`src/design/asr_defines.svh`:
```
// Purpose: Constants for the auto-sleep and rate control block.
// Assumes: 100 MHz core clock; registers are 8 bits wide.
// Notes: Timing counts are derived in the top module from these figures.
// Function
// - Inactivity expiry switches to sleep rate
// - Timeout steps 320 ms, 640 ms at slowest
// - Enabled detection events restart the inactivity timer
// - Wake only on enabled and selected sources
// - Enabled functions keep running at sleep rate
// - Sleep-transition and data-ready never wake
// - Auto-sleep off means standby or wake only
// - Interrupt on every sleep/wake transition
// - Sleep-rate field picks 50/12.5/6.25/1.56 Hz
// - Sleep rate overrides all functional rates
// - Data-rate field picks 800 Hz to 1.56 Hz
// - Active bit selects standby or active, resets 0
// - Low-noise mode limits range to 4g
// - Fast read skips low data bytes
// - Self-test bit shifts axis outputs
// - Soft reset reloads defaults and serial logic
// - Soft-reset bit self-clears, reads zero
// - Wake and sleep oversampling fields, default 00
// - Auto-sleep enable gates sleep entry, default 0
// - Wake-select bits bypass unselected wake sources
`ifndef ASR_DEFINES_SVH
`define ASR_DEFINES_SVH

`define ASR_ADDR_TIMEOUT 8'h29
`define ASR_ADDR_RATE 8'h2A
`define ASR_ADDR_POWER 8'h2B
`define ASR_ADDR_X_MSB 8'h01
`define ASR_ADDR_Y_MSB 8'h03
`define ASR_ADDR_Z_MSB 8'h05
`define ASR_ADDR_Z_LSB 8'h06
`define ASR_PTR_STEP 8'h01
`define ASR_PTR_SKIP 8'h02

`define ASR_RC_ACTIVE 0
`define ASR_RC_FREAD 1
`define ASR_RC_LOW_NOISE_SEL 2
`define ASR_RC_DR_LO 3
`define ASR_RC_DR_HI 5
`define ASR_RC_SR_LO 6
`define ASR_RC_SR_HI 7

`define ASR_PC_WOS_LO 0
`define ASR_PC_WOS_HI 1
`define ASR_PC_AUTO_SLEEP_EN 2
`define ASR_PC_SOS_LO 3
`define ASR_PC_SOS_HI 4
`define ASR_PC_RST 6
`define ASR_PC_ST 7
`define ASR_PC_STORE_MASK 8'h9F

`define ASR_RESET_BYTE 8'h00
`define ASR_ZERO_BYTE 8'h00
`define ASR_ONE_BYTE 8'h01
`define ASR_DR_SLOWEST 3'h7
`define ASR_SLEEP_RATE_MSB 1'h1

`define ASR_CLK_KHZ 100000
`define ASR_STEP_FAST_MS 320
`define ASR_STEP_SLOW_MS 640
`define ASR_PRESC_W 26
`define ASR_PRESC_ZERO 26'h0000000
`define ASR_PRESC_ONE 26'h0000001

`endif

```
`src/design/asr_pkg.sv`:
```
// Purpose: Types shared by the auto-sleep and rate control block.
// Assumes: asr_defines.svh supplies widths.
// Notes: All module state is one packed struct.
`include "asr_defines.svh"

package asr_pkg;

  typedef enum logic [1:0] {
    ASR_STANDBY = 2'b00,
    ASR_WAKE = 2'b01,
    ASR_SLEEP = 2'b10
  } asr_mode_e;

  typedef struct packed {
    asr_mode_e mode;
    logic [7:0] timeout;
    logic [7:0] rate_ctl;
    logic [7:0] power_ctl;
    logic [7:0] inact_cnt;
    logic [`ASR_PRESC_W-1:0] presc;
    logic [7:0] rdata;
    logic rd_valid;
    logic [7:0] burst_ptr;
    logic sleep_irq;
    logic serial_rst;
  } asr_state_s;

endpackage

```
`src/design/asr_top.sv`:
```
// Purpose: Power-mode state, sample-rate selection and inactivity timer.
// Assumes: Register port comes from the serial slave; events are pulses.
// Notes: State freezes while ce is low.
`timescale 1ns/1ns
`include "asr_defines.svh"

module asr_top
  import asr_pkg::*;
#(
  parameter int STEP_FAST_CYC = `ASR_STEP_FAST_MS * `ASR_CLK_KHZ,
  parameter int STEP_SLOW_CYC = `ASR_STEP_SLOW_MS * `ASR_CLK_KHZ
) (
  // Clock, reset, enable
  input wire logic core_clk,
  input wire logic rst,
  input wire logic ce,
  // Register port
  input wire logic reg_wr_en,
  input wire logic reg_rd_en,
  input wire logic [7:0] reg_addr,
  input wire logic [7:0] reg_wdata,
  output logic [7:0] reg_rdata,
  output logic reg_rd_valid,
  // Burst address pointer
  input wire logic ptr_load,
  input wire logic ptr_step,
  output logic [7:0] burst_addr,
  // Detection events
  input wire logic transient_event,
  input wire logic orientation_event,
  input wire logic pulse_event,
  input wire logic freefall_motion_event,
  // Function enables and wake selects
  input wire logic [3:0] func_int_en,
  input wire logic [3:0] wake_sel,
  input wire logic sleep_int_en,
  // Mode and rate outputs
  output logic mode_active,
  output logic mode_sleep,
  output logic [2:0] output_sample_rate,
  output logic [1:0] oversample_sel,
  output logic low_noise_sel,
  output logic fast_read,
  output logic self_test_en,
  output logic functions_run,
  // Event and reset outputs
  output logic sleep_transition_event,
  output logic serial_if_reset
);

  asr_state_s st_reg;
  asr_state_s st_next;

  logic [3:0] evt_vec;
  logic [3:0] evt_enabled;
  logic restart_evt;
  logic wake_evt;
  logic auto_sleep_en;
  logic [2:0] data_rate_sel;
  logic [1:0] sleep_rate_sel;
  logic [1:0] wake_oversample_sel;
  logic [1:0] sleep_oversample_sel;
  logic [`ASR_PRESC_W-1:0] step_last;
  logic step_done;
  logic wr_timeout;
  logic wr_rate;
  logic wr_power;
  logic soft_reset;
  logic [7:0] rate_wr_val;
  logic [7:0] power_wr_val;
  logic [7:0] ptr_inc;

  // Field views of the control registers
  assign data_rate_sel = st_reg.rate_ctl[`ASR_RC_DR_HI:`ASR_RC_DR_LO];
  assign sleep_rate_sel = st_reg.rate_ctl[`ASR_RC_SR_HI:`ASR_RC_SR_LO];
  assign auto_sleep_en = st_reg.power_ctl[`ASR_PC_AUTO_SLEEP_EN];
  assign wake_oversample_sel = st_reg.power_ctl[`ASR_PC_WOS_HI:`ASR_PC_WOS_LO];
  assign sleep_oversample_sel = st_reg.power_ctl[`ASR_PC_SOS_HI:`ASR_PC_SOS_LO];

  // Only the four detection functions count as activity
  assign evt_vec = {transient_event, orientation_event, pulse_event, freefall_motion_event};
  assign evt_enabled = evt_vec & func_int_en;
  assign restart_evt = |evt_enabled;
  // Sleep-transition and data-ready are not inputs here, so they cannot wake
  assign wake_evt = |(evt_enabled & wake_sel);

  // Step length follows the wake data rate
  always_comb begin
    if (data_rate_sel == `ASR_DR_SLOWEST) begin
      step_last = `ASR_PRESC_W'(STEP_SLOW_CYC - 1);
    end else begin
      step_last = `ASR_PRESC_W'(STEP_FAST_CYC - 1);
    end
  end
  assign step_done = (st_reg.presc == step_last);

  // Register write decode
  assign wr_timeout = reg_wr_en && (reg_addr == `ASR_ADDR_TIMEOUT);
  assign wr_rate = reg_wr_en && (reg_addr == `ASR_ADDR_RATE);
  assign wr_power = reg_wr_en && (reg_addr == `ASR_ADDR_POWER);
  assign soft_reset = wr_power && reg_wdata[`ASR_PC_RST];

  // Fields other than active are taken as written; host keeps to standby
  assign rate_wr_val = wr_rate ? reg_wdata : st_reg.rate_ctl;
  // Soft-reset bit is never stored, so it reads back zero
  assign power_wr_val = wr_power ? (reg_wdata & `ASR_PC_STORE_MASK) : st_reg.power_ctl;

  // Fast read jumps by two from each axis high byte, skipping its low byte
  always_comb begin
    ptr_inc = `ASR_PTR_STEP;
    if (st_reg.rate_ctl[`ASR_RC_FREAD]) begin
      if (st_reg.burst_ptr == `ASR_ADDR_X_MSB ||
          st_reg.burst_ptr == `ASR_ADDR_Y_MSB ||
          st_reg.burst_ptr == `ASR_ADDR_Z_MSB) begin
        ptr_inc = `ASR_PTR_SKIP;
      end
    end
  end

  always_comb begin
    st_next = st_reg;
    st_next.sleep_irq = 1'b0;
    st_next.serial_rst = 1'b0;
    st_next.rd_valid = 1'b0;

    // Register reads
    if (reg_rd_en) begin
      st_next.rd_valid = 1'b1;
      case (reg_addr)
        `ASR_ADDR_TIMEOUT: begin
          st_next.rdata = st_reg.timeout;
        end
        `ASR_ADDR_RATE: begin
          st_next.rdata = st_reg.rate_ctl;
        end
        `ASR_ADDR_POWER: begin
          st_next.rdata = st_reg.power_ctl;
        end
        default: begin
          st_next.rdata = `ASR_ZERO_BYTE;
        end
      endcase
    end

    // Burst pointer
    if (ptr_load) begin
      st_next.burst_ptr = reg_addr;
    end else if (ptr_step) begin
      st_next.burst_ptr = st_reg.burst_ptr + ptr_inc;
    end

    // Register writes
    if (wr_timeout) begin
      st_next.timeout = reg_wdata;
    end
    st_next.rate_ctl = rate_wr_val;
    st_next.power_ctl = power_wr_val;

    // Prescaler runs only while awake and timing inactivity
    if (step_done) begin
      st_next.presc = `ASR_PRESC_ZERO;
    end else begin
      st_next.presc = st_reg.presc + `ASR_PRESC_ONE;
    end

    case (st_reg.mode)
      ASR_STANDBY: begin
        st_next.presc = `ASR_PRESC_ZERO;
        st_next.inact_cnt = st_reg.timeout;
        if (rate_wr_val[`ASR_RC_ACTIVE]) begin
          st_next.mode = ASR_WAKE;
          st_next.inact_cnt = wr_timeout ? reg_wdata : st_reg.timeout;
        end
      end
      ASR_WAKE: begin
        if (!rate_wr_val[`ASR_RC_ACTIVE]) begin
          st_next.mode = ASR_STANDBY;
          st_next.presc = `ASR_PRESC_ZERO;
        end else if (!auto_sleep_en) begin
          // Timer held, sleep never entered
          st_next.presc = `ASR_PRESC_ZERO;
          st_next.inact_cnt = st_reg.timeout;
        end else if (restart_evt) begin
          st_next.presc = `ASR_PRESC_ZERO;
          st_next.inact_cnt = st_reg.timeout;
        end else if (step_done) begin
          // Zero or one left means this boundary ends the wait
          if (st_reg.inact_cnt <= `ASR_ONE_BYTE) begin
            st_next.mode = ASR_SLEEP;
            st_next.sleep_irq = sleep_int_en;
          end else begin
            st_next.inact_cnt = st_reg.inact_cnt - `ASR_ONE_BYTE;
          end
        end
      end
      ASR_SLEEP: begin
        st_next.presc = `ASR_PRESC_ZERO;
        if (!rate_wr_val[`ASR_RC_ACTIVE]) begin
          st_next.mode = ASR_STANDBY;
        end else if (wake_evt || !auto_sleep_en) begin
          // Back to the data rate with a fresh timeout
          st_next.mode = ASR_WAKE;
          st_next.inact_cnt = st_reg.timeout;
          st_next.sleep_irq = sleep_int_en;
        end
      end
      default: begin
        st_next.mode = ASR_STANDBY;
      end
    endcase

    // Soft reset overrides every mode, register and timer update in any mode
    if (soft_reset) begin
      st_next.mode = ASR_STANDBY;
      st_next.timeout = `ASR_RESET_BYTE;
      st_next.rate_ctl = `ASR_RESET_BYTE;
      st_next.power_ctl = `ASR_RESET_BYTE;
      st_next.inact_cnt = `ASR_RESET_BYTE;
      st_next.presc = `ASR_PRESC_ZERO;
      st_next.burst_ptr = `ASR_RESET_BYTE;
      st_next.sleep_irq = 1'b0;
      st_next.serial_rst = 1'b1;
    end
  end

  always_ff @(posedge core_clk) begin
    if (rst) begin
      st_reg.mode <= ASR_STANDBY;
      st_reg.timeout <= `ASR_RESET_BYTE;
      st_reg.rate_ctl <= `ASR_RESET_BYTE;
      st_reg.power_ctl <= `ASR_RESET_BYTE;
      st_reg.inact_cnt <= `ASR_RESET_BYTE;
      st_reg.presc <= `ASR_PRESC_ZERO;
      st_reg.rdata <= `ASR_ZERO_BYTE;
      st_reg.rd_valid <= 1'b0;
      st_reg.burst_ptr <= `ASR_RESET_BYTE;
      st_reg.sleep_irq <= 1'b0;
      st_reg.serial_rst <= 1'b0;
    end else if (ce) begin
      st_reg <= st_next;
    end
  end

  // Outputs
  assign reg_rdata = st_reg.rdata;
  assign reg_rd_valid = st_reg.rd_valid;
  assign burst_addr = st_reg.burst_ptr;
  assign mode_active = (st_reg.mode != ASR_STANDBY);
  assign mode_sleep = (st_reg.mode == ASR_SLEEP);

  // One rate drives the output and every detection function
  always_comb begin
    if (st_reg.mode == ASR_SLEEP) begin
      output_sample_rate = {`ASR_SLEEP_RATE_MSB, sleep_rate_sel};
      oversample_sel = sleep_oversample_sel;
    end else begin
      output_sample_rate = data_rate_sel;
      oversample_sel = wake_oversample_sel;
    end
  end

  // Functions stay enabled in sleep, only slower
  assign functions_run = mode_active;
  assign low_noise_sel = st_reg.rate_ctl[`ASR_RC_LOW_NOISE_SEL];
  assign fast_read = st_reg.rate_ctl[`ASR_RC_FREAD];
  assign self_test_en = st_reg.power_ctl[`ASR_PC_ST];
  assign sleep_transition_event = st_reg.sleep_irq;
  assign serial_if_reset = st_reg.serial_rst;

endmodule

```
`config.mk`:
```
export PLATFORM = sky130hd
export DESIGN_NAME = asr_top
export DESIGN_NICKNAME = d
export VERILOG_FILES = /design/src/design/asr_pkg.sv /design/src/design/asr_top.sv
export VERILOG_INCLUDE_DIRS = /design/src /design/src/design
export SDC_FILE = /design/constraint.sdc
export NUM_CORES = 1
export LEC_CHECK = 0
export BUFFER_PORTS_ARGS = -buffer_cell sky130_fd_sc_hd__buf_4
export CORE_MARGIN = 2
export CORE_UTILIZATION = 45
export DETAILED_ROUTE_END_ITERATION = 16
export PLACE_DENSITY = 0.65
export SYNTH_ARGS = -nofsm -noshare
export SYNTH_HDL_FRONTEND = slang
export SYNTH_SLANG_ARGS = --single-unit
```
`constraint.sdc`:
```
create_clock -name core_clk -period 6.94 [get_ports core_clk]
set_input_delay 0.347 -clock core_clk [delete_from_list [all_inputs] [get_ports core_clk]]
set_output_delay 0.347 -clock core_clk [all_outputs]
set_load 0.02 [all_outputs]
```
==> out/qor.yml <==
run_status:
  outcome: "completed"
timing:
  finalSetupViolations: 0
  period_share_pct: 46.05
  tns_ns: 0
  hold_violations: 0
  worst-slew-pin-transition_ns: 1.325
  slew_headroom_pct: 10.87
  slew_violations: 0
  rsz0062_at_grt: "no"
  holdWs_ns: 0.2587
  finClkSkew_ns: 0.008383
  max_freq_mhz: 312.9
  fin_crit_ns: 3.196
placement:
  dpl.hpwl_um: 8217
  gp_congestion: 0.8565
  numPortBuffers: 65
critical_path:
  path_max_fanout: 21
  start_kind: "register"
  worst_ep_arrival_time_ns: 3.47
  end_kind: "register"
  cp-startpoint: "auto_sleep_en"
  r2r_slack_ns: 3.74
  critPathKind: "register to register"
  rr_startpoint: "auto_sleep_en"
  required_ns: 7.22
logic_synthesis:
  ys_types: 63
  netlist_area_sq_um: 4444
  synth_warnings: 0
  syn-mean-instance-area_sq_um: 7.936
  yosysSeqAreaShare_pct: 34.68
  ys_ff_latch: 77
  syn_nets: 606
  synthCells: 560
  ys.flop_type: "dfxtp_1"
  async_flop_share_pct: 0
  synth-edff-count: 0
finish:
  area_growth_pct: 14.19
  antennaDiodeCount: 0
  layout.nets: 638
  drive_gt1_share_pct: 17.25
  largest_register_ffs: 47
  post-route-util_pct: 52.40
clock_network:
  cts_tree: "done"
  clkSlewWorstSetupHoldPaths_ns: 0.08
  clock-root-buffer: "clkbuf_8"
  cts_resized: 0
  clk_latency_ns: 0.35
  cts.htree.levels: 3
  post-cts-setup-buffer-count: 0
  hold_buffers: 0
  cts_sinks: 77
  numCtsBuffers: 9
  cts_buffer_depth: 2
detailed_routing:
  drc: 0
  antenna_left: 0
  wl_um: 11330
  vias: 4127
  first_pass_iters: 5
  post_drt_wl_per_cell_um: 15.52
  vias_per_cell: 5.653
  drtIter0Drc: 293
worst_hold_path:
  hp-class: "input port to register"
  hold_path_startpoint: "reg_wdata[5]"
power:
  power_leakage_uw: 0.001877
  irDropWorstVdd_mv: 0.06954
  powerDensity_nw_per_um2: 174.1
global_routing:
  grt_pass1_vias: 3719
  grt_max_degree: 67
  grtUsageTotal_pct: 21.50
  antenna_found_initial: 0
  grt_overflow: 0
  grt_pass1_wl_um: 18220
floorplanning:
  die_h_um: 103.4
  die_w_um: 103.4
  ioPinCount: 66
  start_util_pct: 45.89
  rows: 36
  dieArea_sq_um: 10690
  core-area_sq_um: 9684
job:
  maxCapViolCount: 0
[cell families (layout without fill, tap and decap cells)]
family | Yosys count | count (layout) | share of synthesized area [%]
AND/OR/NAND/NOR | 252 | 252 | 28.86
AO/OA/AOI/OAI | 118 | 118 | 17.37
flip-flops | 77 | 77 | 34.68
buffers and inverters | 60 | 97 | 6.644
multiplexers | 22 | 22 | 5.321
XOR/XNOR | 21 | 21 | 4.138
adder cells (fa/ha/maj) | 10 | 10 | 2.984
[path summary, 6_finish.rpt]
| kind | endpoint | cells past startpoint |
|---|---|---|
| setup / recovery | st_reg[39] | 6 |
| hold / removal | st_reg[74] | 3 |
| setup reg to reg | st_reg[39] | 6 |
| hold reg to reg | sleep_transition_event | 2 |
[stage by stage]
step	setup slack, ns	area, sq um	power (uW)	std cells
final	3.744	5075	883.6	730
after global routing	3.323	5075	916.7	730
after CTS	3.734	5075	886.9	730
after detailed placement	3.521	4868	527.5	714
after global placement	3.652	4868	525.9	714
after floorplan	4.640	4444	497.2	560
[Yosys cell counts (3+ instances only)]
cell,instances,area share (%)
nor2_1,71,6.0
a21oi_1,28,3.2
nand2_1,58,4.9
mux2i_1,9,2.0
xor2_1,17,3.4
nand3_1,27,3.0
a31oi_1,16,2.3
and2_1,8,1.1
dfxtp_1,77,35
or4_1,3,0.51
nand3b_1,4,0.68
and3_1,6,0.84
buf_4,17,2.9
mux2_2,13,3.3
buf_2,4,0.45
inv_1,15,1.3
nor4_1,8,1.1
nand4_1,9,1.3
nand4b_1,3,0.59
or3_1,5,0.70
nand2b_1,4,0.56
nor2b_1,14,2.0
a22oi_1,31,5.2
or2_2,3,0.42
ha_1,9,2.5
clkbuf_1,20,1.7
o21ai_0,18,2.0
nor3_1,16,1.8
xnor2_1,4,0.79
[per-layer routing]
metal / vias up / GRT usage, % / share of wire (%)
met4: 0 / 5.870 / 1.1
met2: 122 / 32.31 / 44
met5: - / 0 / 0
met3: 9 / 4.234 / 5.2
met1: 1948 / 31.36 / 49
li1: 2048 / - / -
[cell usage in the layout (no fill, tap or decap), drive strengths merged, types with 3 or more instances in the layout]
cell / n
a21oi: 28
a22oi: 31
a31oi: 16
and2: 8
and3: 6
buf: 65
clkbuf: 11
clkinv: 4
dfxtp: 77
ha: 9
inv: 15
mux2: 13
mux2i: 9
nand2: 58
nand2b: 4
nand3: 27
nand3b: 4
nand4: 9
nand4b: 3
nor2: 71
nor2b: 14
nor3: 17
nor4: 10
nor4b: 3
o21ai: 19
or2: 3
or3: 5
or4: 3
xnor2: 4
xor2: 17
[power breakdown]
part           internal, uW  switching (uW)  leakage [uW]
Combinational          27.4            42.7       0.00115
Sequential              444            3.39      0.000621
Clock                   201             165      0.000107
[area by class of cell]
cell class | instances | area (sq um)
tap | 133 | 166.4
fill | 944 | 4609
clock inverter | 5 | 75.07
multi-input combinational | 423 | 2613
sequential | 77 | 1541
clock buffer | 11 | 131.4
inverter | 16 | 60.06
timing repair buffer | 65 | 488.0
[worst max-delay path, stage by stage, from the launching register on]
cell      delay (ns)
dfxtp_1         0.42
a21boi_0        0.26
and3_1          0.40
o21ai_0         0.21
a211oi_2        1.04
o21bai_1        0.55
nor2_1          0.23
Note: power is estimated with default switching activity, not from simulation.
